[src/tx_link_consts.svh]
// Offsets, field positions, reset values and fixed sizes of the transmit link.
// Assumes inclusion by bare name from every file that needs a number.
`ifndef TX_LINK_CONSTS_SVH
`define TX_LINK_CONSTS_SVH
// ========================================
// Register offsets
`define OFF_LINK_CFG 8'h0d
`define OFF_TX_CTRL 8'h34
`define OFF_TX_UPPER 8'h35
`define OFF_TX_LOWER 8'h36
`define OFF_TX_IEN 8'h37
`define OFF_TX_STAT 8'h38
`define OFF_TX_DATA 8'h39
`define OFF_L2_POS 8'h70
`define OFF_L2_MASK 8'h71
// ========================================
// Field positions
`define CFG_PATH 3
`define CFG_SEL_LO 4
`define CFG_SEL_HI 5
`define CFG_ACCESS 6
`define CTRL_EN 0
`define CTRL_CRC 1
`define CTRL_EOM 3
`define CTRL_CLR 6
`define POS_EVEN 7
`define POS_ODD 6
`define POS_TS_HI 4
`define IEN_FULL 3
`define IEN_OVR 2
`define IEN_UDR 1
`define IEN_LOW 0
// ========================================
// Codes and reset values
`define SEL_LINK1 2'h0
`define SEL_LINK2 2'h1
`define RST_REG 8'h00
`define RST_UPPER 8'h0c
`define RST_LOWER 8'h04
`define RST_MASK 8'hff
`define FLAG_BYTE 8'h7e
`define ABORT_BYTE 8'hff
`define CRC_INIT 16'hffff
`define CRC_POLY 16'h8408
`define STUFF_RUN 3'h5
`define FIFO_DEPTH 16
`endif

[src/tx_link_pkg.sv]
// Types shared by the transmit link controller, the framer model and the bench.
// Assumes nothing beyond a SystemVerilog compiler.
package tx_link_pkg;
  // ========================================
  // Carriers
  typedef struct packed {
    logic wr;
    logic rd;
    logic [7:0] addr;
    logic [7:0] wdata;
  } cpu_req_t;

  typedef struct packed {
    logic strobe;
    logic fbit;
    logic odd;
    logic [4:0] ts;
    logic [2:0] bitpos;
  } frame_slot_t;

  typedef struct packed {
    logic end_of_message;
    logic [7:0] data;
  } fifo_word_t;

  typedef enum logic [1:0] {S_FLAG, S_DATA, S_FCS, S_ABORT} tx_state_t;
endpackage : tx_link_pkg

[src/link_fifo.sv]
// Synchronous FIFO with valid and ready on both sides and a fill level.
// Assumes one clock; clear empties it on the next edge.
module link_fifo #(
  parameter int WIDTH = 9,
  parameter int DEPTH = 16
) (
  // Clock and reset
  input wire logic mclk,
  input wire logic reset,
  input wire logic clear,
  // Fill side
  input wire logic in_valid,
  output logic in_ready,
  input wire logic [WIDTH-1:0] in_data,
  // Drain side
  output logic out_valid,
  input wire logic out_ready,
  output logic [WIDTH-1:0] out_data,
  output logic [$clog2(DEPTH):0] level
);
  localparam int AW = $clog2(DEPTH);
  localparam logic [AW:0] FULL_CNT = (AW+1)'(DEPTH);

  logic [WIDTH-1:0] mem [DEPTH];
  logic [AW-1:0] wp;
  logic [AW-1:0] rp;
  logic push;
  logic pop;

  assign in_ready = level != FULL_CNT;
  assign out_valid = level != '0;
  assign out_data = mem[rp];
  assign push = in_valid && in_ready && !clear;
  assign pop = out_valid && out_ready && !clear;

  always_ff @(posedge mclk) begin
    if (push) begin
      mem[wp] <= in_data;
    end
  end

  always_ff @(posedge mclk or posedge reset) begin
    if (reset) begin
      wp <= '0;
      rp <= '0;
      level <= '0;
    end else if (clear) begin
      wp <= '0;
      rp <= '0;
      level <= '0;
    end else begin
      wp <= push ? wp + 1'b1 : wp;
      rp <= pop ? rp + 1'b1 : rp;
      level <= level + (AW+1)'(push) - (AW+1)'(pop);
    end
  end
endmodule : link_fifo

[src/fcs_gen.sv]
// Bit-serial frame check sequence, reflected CCITT polynomial, least bit first.
// Assumes init and en are never both used to change the sum in one cycle.
`include "tx_link_consts.svh"
module fcs_gen (
  // Clock and reset
  input wire logic mclk,
  input wire logic reset,
  // Data
  input wire logic init,
  input wire logic en,
  input wire logic din,
  output logic [15:0] crc,
  output logic [15:0] crc_next
);
  always_comb begin
    crc_next = {1'b0, crc[15:1]} ^ ((crc[0] ^ din) ? `CRC_POLY : 16'h0000);
  end

  always_ff @(posedge mclk or posedge reset) begin
    if (reset) begin
      crc <= `CRC_INIT;
    end else if (init) begin
      crc <= `CRC_INIT;
    end else if (en) begin
      crc <= crc_next;
    end
  end
endmodule : fcs_gen

[src/tx_link_controller.sv]
// Transmit data link controller: registers, byte staging, FIFO, bit framer.
// Assumes the CPU request and frame slot timing are synchronous to mclk.
//
// What this block does
// - Two-bit select field picks active link.
// - First link uses odd-frame framing bits only.
// - Second link: even/odd frames, chosen timeslot.
// - Bit mask picks channel bits carrying data.
// - Link runs only while enable bit set.
// - Clear bit initialises FIFO; host pulses it.
// - Check bit appends frame check sequence.
// - Four enables gate events onto interrupt.
// - Send on end-of-message or upper threshold.
// - Data bytes enter FIFO in write order.
// - C3H then 83H: enabled, checked, cleared.
// - 8BH marks end keeping control bits.
// - 58H selects second link on transmit path.
`include "tx_link_consts.svh"
module tx_link_controller (
  // Clock and reset
  input wire logic mclk,
  input wire logic reset,
  // CPU register port
  input tx_link_pkg::cpu_req_t cpu_req,
  output logic [7:0] cpu_rdata,
  // Frame slot timing from the framer
  input tx_link_pkg::frame_slot_t slot,
  // Serial link output
  output logic link_insert,
  output logic link_bit,
  // Status
  output logic irq_n,
  output logic tx_fifo_full
);

  // ========================================
  // Register file
  logic [7:0] link_cfg;
  logic [7:0] tx_ctrl;
  logic [7:0] upper_thr;
  logic [7:0] lower_thr;
  logic [7:0] irq_en;
  logic [7:0] l2_pos;
  logic [7:0] l2_mask;
  logic overrun;
  logic underrun;
  logic [7:0] stat;
  logic [1:0] sel;
  logic data_wr;
  logic eom_wr;
  logic ctrl_wr;

  assign ctrl_wr = cpu_req.wr && cpu_req.addr == `OFF_TX_CTRL;
  assign data_wr = cpu_req.wr && cpu_req.addr == `OFF_TX_DATA;
  assign eom_wr = ctrl_wr && cpu_req.wdata[`CTRL_EOM];
  assign sel = link_cfg[`CFG_SEL_HI:`CFG_SEL_LO];

  // The end-of-message bit acts on the write and is not stored, so that
  // rewriting the control register later cannot close a second packet.
  always_ff @(posedge mclk or posedge reset) begin
    if (reset) begin
      link_cfg <= `RST_REG;
      tx_ctrl <= `RST_REG;
      upper_thr <= `RST_UPPER;
      lower_thr <= `RST_LOWER;
      irq_en <= `RST_REG;
      l2_pos <= `RST_REG;
      l2_mask <= `RST_MASK;
    end else if (cpu_req.wr) begin
      case (cpu_req.addr)
        `OFF_LINK_CFG: link_cfg <= cpu_req.wdata;
        `OFF_TX_CTRL: tx_ctrl <= cpu_req.wdata & ~(8'h01 << `CTRL_EOM);
        `OFF_TX_UPPER: upper_thr <= cpu_req.wdata;
        `OFF_TX_LOWER: lower_thr <= cpu_req.wdata;
        `OFF_TX_IEN: irq_en <= cpu_req.wdata;
        `OFF_L2_POS: l2_pos <= cpu_req.wdata;
        `OFF_L2_MASK: l2_mask <= cpu_req.wdata;
        default: begin
        end
      endcase
    end
  end

  always_ff @(posedge mclk or posedge reset) begin
    if (reset) begin
      cpu_rdata <= 8'h00;
    end else if (cpu_req.rd) begin
      case (cpu_req.addr)
        `OFF_LINK_CFG: cpu_rdata <= link_cfg;
        `OFF_TX_CTRL: cpu_rdata <= tx_ctrl;
        `OFF_TX_UPPER: cpu_rdata <= upper_thr;
        `OFF_TX_LOWER: cpu_rdata <= lower_thr;
        `OFF_TX_IEN: cpu_rdata <= irq_en;
        `OFF_TX_STAT: cpu_rdata <= stat;
        `OFF_L2_POS: cpu_rdata <= l2_pos;
        `OFF_L2_MASK: cpu_rdata <= l2_mask;
        default: cpu_rdata <= 8'h00;
      endcase
    end
  end

  // ========================================
  // Byte staging and FIFO
  // The newest byte waits in a staging register so that a later end mark
  // can be attached to it; the FIFO therefore lags the writes by one byte.
  logic [7:0] stage_byte;
  logic stage_valid;
  logic fifo_in_valid;
  logic fifo_in_ready;
  logic fifo_out_valid;
  logic fifo_pop;
  tx_link_pkg::fifo_word_t fifo_in;
  tx_link_pkg::fifo_word_t fifo_out;
  logic [4:0] fifo_level;
  logic [4:0] pkt_count;
  logic clr;
  logic go;
  logic overrun_set;

  assign clr = tx_ctrl[`CTRL_CLR];
  assign fifo_in_valid = stage_valid && (data_wr || eom_wr);
  assign fifo_in = '{end_of_message: eom_wr, data: stage_byte};
  assign overrun_set = fifo_in_valid && !fifo_in_ready && !clr;
  assign go = pkt_count != 5'h00 || {3'h0, fifo_level} >= upper_thr;

  link_fifo #(
    .WIDTH(9),
    .DEPTH(`FIFO_DEPTH)
  ) u_fifo (
    .mclk(mclk),
    .reset(reset),
    .clear(clr),
    .in_valid(fifo_in_valid),
    .in_ready(fifo_in_ready),
    .in_data(fifo_in),
    .out_valid(fifo_out_valid),
    .out_ready(fifo_pop),
    .out_data(fifo_out),
    .level(fifo_level)
  );

  always_ff @(posedge mclk or posedge reset) begin
    if (reset) begin
      stage_valid <= 1'b0;
      stage_byte <= 8'h00;
    end else if (clr) begin
      stage_valid <= 1'b0;
    end else if (data_wr && (!stage_valid || fifo_in_ready)) begin
      stage_byte <= cpu_req.wdata;
      stage_valid <= 1'b1;
    end else if (eom_wr && fifo_in_ready) begin
      stage_valid <= 1'b0;
    end
  end

  always_ff @(posedge mclk or posedge reset) begin
    if (reset) begin
      pkt_count <= 5'h00;
    end else if (clr) begin
      pkt_count <= 5'h00;
    end else begin
      pkt_count <= pkt_count + 5'(fifo_in_valid && fifo_in_ready && eom_wr)
                   - 5'(fifo_pop && fifo_out.end_of_message);
    end
  end

  // ========================================
  // Slot selection
  logic take;
  logic hit1;
  logic hit2;

  assign hit1 = sel == `SEL_LINK1 && slot.fbit && slot.odd;
  assign hit2 = sel == `SEL_LINK2 && link_cfg[`CFG_PATH] && !slot.fbit
                && slot.ts == l2_pos[`POS_TS_HI:0]
                && (slot.odd ? l2_pos[`POS_ODD] : l2_pos[`POS_EVEN])
                && l2_mask[slot.bitpos];
  assign take = slot.strobe && tx_ctrl[`CTRL_EN] && (hit1 || hit2);

  // ========================================
  // Bit framer
  tx_link_pkg::tx_state_t state;
  tx_link_pkg::tx_state_t next_state;
  logic [7:0] sh;
  logic [7:0] next_sh;
  logic [2:0] cnt;
  logic [2:0] ones;
  logic stuff_cur;
  logic next_stuff;
  logic skip;
  logic next_skip;
  logic last_byte;
  logic fcs_phase;
  logic [7:0] fcs_hi;
  logic stuff_now;
  logic cur_bit;
  logic byte_end;
  logic crc_en;
  logic underrun_set;
  logic [15:0] crc;
  logic [15:0] crc_next;

  assign stuff_now = ones == `STUFF_RUN;
  assign cur_bit = stuff_now ? 1'b0 : sh[0];
  assign byte_end = take && !stuff_now && cnt == 3'h7;
  assign crc_en = take && !stuff_now && state == tx_link_pkg::S_DATA;

  fcs_gen u_fcs (
    .mclk(mclk),
    .reset(reset),
    .init(state == tx_link_pkg::S_FLAG),
    .en(crc_en),
    .din(sh[0]),
    .crc(crc),
    .crc_next(crc_next)
  );

  always_comb begin
    next_state = state;
    next_sh = {1'b0, sh[7:1]};
    next_stuff = stuff_cur;
    next_skip = skip;
    fifo_pop = 1'b0;
    underrun_set = 1'b0;
    if (byte_end) begin
      case (state)
        tx_link_pkg::S_FLAG: begin
          next_sh = `FLAG_BYTE;
          next_stuff = 1'b0;
          if (skip && fifo_out_valid) begin
            fifo_pop = 1'b1;
            next_skip = !fifo_out.end_of_message;
          end else if (!skip && go && fifo_out_valid) begin
            fifo_pop = 1'b1;
            next_sh = fifo_out.data;
            next_stuff = 1'b1;
            next_state = tx_link_pkg::S_DATA;
          end
        end
        tx_link_pkg::S_DATA: begin
          if (last_byte && tx_ctrl[`CTRL_CRC]) begin
            next_sh = ~crc_next[7:0];
            next_state = tx_link_pkg::S_FCS;
          end else if (last_byte) begin
            next_sh = `FLAG_BYTE;
            next_stuff = 1'b0;
            next_state = tx_link_pkg::S_FLAG;
          end else if (fifo_out_valid) begin
            fifo_pop = 1'b1;
            next_sh = fifo_out.data;
          end else begin
            next_sh = `ABORT_BYTE;
            next_stuff = 1'b0;
            next_skip = 1'b1;
            underrun_set = 1'b1;
            next_state = tx_link_pkg::S_ABORT;
          end
        end
        tx_link_pkg::S_FCS: begin
          if (!fcs_phase) begin
            next_sh = fcs_hi;
          end else begin
            next_sh = `FLAG_BYTE;
            next_stuff = 1'b0;
            next_state = tx_link_pkg::S_FLAG;
          end
        end
        tx_link_pkg::S_ABORT: begin
          next_sh = `FLAG_BYTE;
          next_state = tx_link_pkg::S_FLAG;
        end
        default: begin
          next_state = tx_link_pkg::S_FLAG;
        end
      endcase
    end
  end

  // A disabled link falls back to idle flags; a skip in progress survives unless
  // the clear bit is set, so that the rest of an aborted packet is still discarded.
  always_ff @(posedge mclk or posedge reset) begin
    if (reset) begin
      state <= tx_link_pkg::S_FLAG;
      sh <= `FLAG_BYTE;
      cnt <= 3'h0;
      ones <= 3'h0;
      stuff_cur <= 1'b0;
      skip <= 1'b0;
      last_byte <= 1'b0;
      fcs_phase <= 1'b0;
      fcs_hi <= 8'h00;
    end else if (!tx_ctrl[`CTRL_EN] || clr) begin
      state <= tx_link_pkg::S_FLAG;
      sh <= `FLAG_BYTE;
      cnt <= 3'h0;
      ones <= 3'h0;
      stuff_cur <= 1'b0;
      skip <= clr ? 1'b0 : skip;
    end else if (take) begin
      if (stuff_now) begin
        ones <= 3'h0;
      end else begin
        ones <= (stuff_cur && sh[0]) ? ones + 3'h1 : 3'h0;
        cnt <= cnt + 3'h1;
        sh <= next_sh;
      end
      state <= next_state;
      stuff_cur <= next_stuff;
      skip <= next_skip;
      if (fifo_pop) begin
        last_byte <= fifo_out.end_of_message;
      end
      if (byte_end && state == tx_link_pkg::S_DATA) begin
        fcs_hi <= ~crc_next[15:8];
        fcs_phase <= 1'b0;
      end else if (byte_end && state == tx_link_pkg::S_FCS) begin
        fcs_phase <= 1'b1;
      end
    end
  end

  // ========================================
  // Events and outputs
  // Overrun and underrun stay set until the status register is read;
  // an event in the read cycle wins over the clear.
  always_ff @(posedge mclk or posedge reset) begin
    if (reset) begin
      overrun <= 1'b0;
      underrun <= 1'b0;
    end else begin
      overrun <= overrun_set || (overrun && !(cpu_req.rd && cpu_req.addr == `OFF_TX_STAT));
      underrun <= underrun_set || (underrun && !(cpu_req.rd && cpu_req.addr == `OFF_TX_STAT));
    end
  end

  assign stat = {4'h0, !fifo_in_ready, overrun, underrun, {3'h0, fifo_level} < lower_thr};

  always_ff @(posedge mclk or posedge reset) begin
    if (reset) begin
      link_insert <= 1'b0;
      link_bit <= 1'b1;
      irq_n <= 1'b1;
      tx_fifo_full <= 1'b0;
    end else begin
      link_insert <= take;
      link_bit <= take ? cur_bit : 1'b1;
      irq_n <= ~|(stat[3:0] & irq_en[3:0]);
      tx_fifo_full <= !fifo_in_ready;
    end
  end
endmodule : tx_link_controller

[config.mk]
export PLATFORM = sky130hd
export DESIGN_NAME = tx_link_controller
export DESIGN_NICKNAME = d
export VERILOG_FILES = /design/src/tx_link_pkg.sv /design/src/link_fifo.sv /design/src/fcs_gen.sv /design/src/tx_link_controller.sv
export VERILOG_INCLUDE_DIRS = /design/src
export SDC_FILE = /design/constraint.sdc
export NUM_CORES = 1
export LEC_CHECK = 0
export ABC_AREA = 1
export BUFFER_PORTS_ARGS = -buffer_cell sky130_fd_sc_hd__buf_2
export CAP_MARGIN = 20
export CORE_MARGIN = 2
export CORE_UTILIZATION = 45
export CTS_CLUSTER_SIZE = 12
export DETAILED_ROUTE_END_ITERATION = 16
export SLEW_MARGIN = 20
export SYNTH_ARGS = -nofsm -noshare
export SYNTH_HDL_FRONTEND = slang
export SYNTH_SLANG_ARGS = --single-unit
[constraint.sdc]
create_clock -name mclk -period 5.8 [get_ports mclk]
set_clock_uncertainty 0.1 [all_clocks]
set_input_delay 0.87 -clock mclk [delete_from_list [all_inputs] [get_ports mclk]]
set_output_delay 0.87 -clock mclk [all_outputs]
set_load 0.005 [all_outputs]
==> metrics <==
Die Span Y 177.5 microns; Critical Path AT 3980 ps; worst setup path class reg2reg; synth-to-layout area growth 11.88%; root buffer cell clkbuf_16; WP data required 6150 ps; status completed; Avg Vias per Cell 5.350; count of final hold-check violations 0; Cell Area, Synth 13540 sq um; TritonCTS clock tree yes; largest family of logic cells by synthesized area simple AND/OR/NAND/NOR gates; CP endpoint kind flip-flop; dpl cell area 14130 sq um; post-CTS setup buffers 0; Clk pwr share 46.0%; Yosys Warn Count 0; vias in the first global route 9466; setup_tns 0 ps; DRT iter0 DRCs 885; clk_lat worst skew 580 ps; compound-gate portion of the synthesized area 12.51%; Max Cap Viol 0; Most used DFF post-synth edfxtp_1; top cell type's share of synthesized area 31.93%; total congestion overflow 0; Critical Path Fanout Max 30; first-pass GRT wire length 53.03 mm; largest net degree at the start of global routing 99; synthesized flop and latch total 284; clock-pin slew on the worst setup and hold paths 60 ps; post-DR wirelength/cell 17.85 microns; RSZ-0062 raised after global routing no; H-tree depth 1; number of CTS-inserted buffers 31; share of layout cells above drive strength 1 14.42%; Design Area, Final 15150 sq um; fmax 0.2757 GHz; Worst Setup Start Kind flip-flop; Initial DRT Pass Iterations 5; P per Cell Area 280.5 nW/um^2; DRC viols 0; maximum clock insertion buffer count 3; GRT Overall Usage 21.65%; via count 9989; Gates resized, CTS repair 0; Hold Buf Count CTS 0; Worst Tran Pin Value 1159 ps; Syn Inst Count 1408; Logic pwr share 3.3%; initial antenna violation count 0; adder-cell share of the synthesized area 3.436%; synth top area cells edfxtp_1 (32%), dfrtp_1 (19%), nand2_1 (8.2%); DIE WIDTH 177.5 microns; Antenna Nets Post-Route 0; Post-Synth Simple-Gate Area 19.25%; placer congestion estimate 0.8583; Worst Slack Setup Final 2173 ps; CTS Sinks 284; post-synthesis average cell area 9.619 sq um; worst hold path type reg2reg; final net count 1519; Rows 63; DP Worst Slack 1706 ps; Sw Ratio 21.62%; Setup-failing EPs final 0; worst IR drop on VDD 225.9 uV; async set-reset flop share out of synthesis 49.30%; max-slew violation count 0; internal power 3.332 mW; number of synthesized flops with an enable pin 144; mux cell area share after synthesis 0%; Tmin final 3627 ps; Boundary Pins 43; xor and xnor area share after synthesis 0.7113%; NetSw 919.1 uW; detailed-placement wirelength estimate 22.27 mm; Reg power frac 50.7%; slew margin rel. 22.46%; Routed WL 33.33 mm; post-synth top area cell edfxtp_1; Pleak 6.669 nW; ant diodes 0; post-synthesis cell type count 57; Synth Net Count 1475; Final period util 62.53%; I/O Buffers 42; post-synthesis sequential area ratio 58.12%; initial core utilization 45.70%; die area 31500 sq um; core area 29640 sq um
## metal layers
layer | track usage, % | wire length [microns] | vias to the layer above | part of all wire (%)
met5 | 0 | 0 | - | 0
met4 | 5.328 | 709 | 0 | 2.1
met3 | 3.149 | 2009 | 54 | 6.0
met2 | 34.04 | 15230 | 286 | 46
met1 | 31.62 | 15380 | 4810 | 46
li1 | - | - | 4839 | -
## stage by stage
step	util (%)	power, mW	cells	hold WS, ps
2_1_floorplan	-	2.276	1408	334.7
3_3_place_gp	47.68	2.331	1809	360.0
3_5_place_dp	47.68	2.334	1809	369.2
4_1_cts	51.12	4.285	1867	384.7
5_1_grt	51.13	4.387	1867	400.8
6_report	51.13	4.251	1867	377.5
## cell type report
class	instances	area, sq um
Clock buffer	48	899.6
Clock inverter	10	118.9
Fill cell	2750	14490
Inverter	150	573.1
Multi-Input combinational cell	927	4871
Sequential cell	284	7873
Tap cell	390	488.0
Timing Repair Buffer	58	330.3
## Yosys cell counts, types with 3 or more instances
library cell	number
inv_1	137
nand2_4	8
dfrtp_1	105
nand3_1	64
nor2_2	4
nor3_1	15
o31ai_1	3
o211ai_1	23
nand4_1	9
inv_2	10
nor4_1	5
nand2_1	297
edfxtp_1	144
ha_1	34
a21oi_2	4
nand2_2	6
o22ai_1	22
o21ai_1	22
nor2_1	153
dfstp_2	35
nor3_2	3
o21a_1	6
a21oi_1	46
o21ai_0	141
xor2_1	7
clkbuf_1	18
nor2_4	6
xnor2_1	4
o21ai_2	18
buf_2	24
## power groups by stage
stage | Sequential (mW) | Combinational [mW] | Clock [mW]
after global placement | 2.19 | 0.140 | 0
final | 2.15 | 0.140 | 1.96
after global routing | 2.16 | 0.161 | 2.07
after detailed placement | 2.19 | 0.142 | 0
after CTS | 2.15 | 0.142 | 1.99
after floorplan | 2.19 | 0.0891 | 0
## flip-flops by register name (all words and copies together), names as in the netlist, 5 cells and up
signal,flops
lower_thr,8
u_fifo.mem,144
irq_en,8
l2_pos,8
upper_thr,8
u_fifo.level,5
tx_ctrl,7
stage_byte,8
pkt_count,5
u_fcs.crc,16
fcs_hi,8
link_cfg,8
l2_mask,8
cpu_rdata,8
sh,8
## kinds of logic (layout without fill, tap and decap cells)
kind of cell	Yosys count	count (layout)
AO/OA/AOI/OAI	294	294
XOR/XNOR	11	11
adder cells (fa/ha/maj)	36	36
buffers and inverters	197	266
flip-flops	284	284
AND/OR/NAND/NOR	586	586
## worst max-delay path: stages, from the launching register on
cell	delay (ps)
dfrtp_2	700
inv_2	360
nor2_1	190
nor2_1	50
o21ai_0	90
o211ai_1	130
o211ai_1	130
nand2_1	120
inv_1	100
nor2_1	80
ha_1	280
inv_1	40
ha_1	190
fa_1	380
nand2_1	80
inv_1	50
nor2_1	80
nor2_1	40
nor2_1	100
xor2_1	150
nor2_1	50
## cell usage in the layout, fill, tap and decap left out, types with 7 or more instances in the layout
master,count
nand4_1,9
dfstp_2,35
a21oi_1,46
xor2_1,7
nand2_1,297
o21ai_0,141
nor3_1,14
o21ai_1,22
nand2_4,8
nor2_1,152
clkbuf_16,31
buf_2,42
o22ai_1,22
nand3_1,64
buf_4,16
ha_1,34
edfxtp_1,144
inv_2,10
o211ai_1,23
o21ai_2,18
inv_1,136
clkbuf_1,11
dfrtp_1,104
## worst paths after layout
kind,from,end,slack [ps],depth (start not counted)
hold / removal,stuff_cur$_DFFE_PP0P_,stuff_cur$_DFFE_PP0P_,380,2
setup reg to reg,u_fifo.rp[0]$_DFFE_PP0P_,pkt_count[4]$_DFF_PP0_,2170,20
hold reg to reg,stuff_cur$_DFFE_PP0P_,stuff_cur$_DFFE_PP0P_,380,2
max in group asynchronous,reset,stage_valid$_DFFE_PP0P_,4080,3
setup / recovery,u_fifo.rp[0]$_DFFE_PP0P_,pkt_count[4]$_DFF_PP0_,2170,20
min in group asynchronous,reset,ones[1]$_DFFE_PP0N_,410,2
Note: power is estimated with default switching activity, not from simulation.
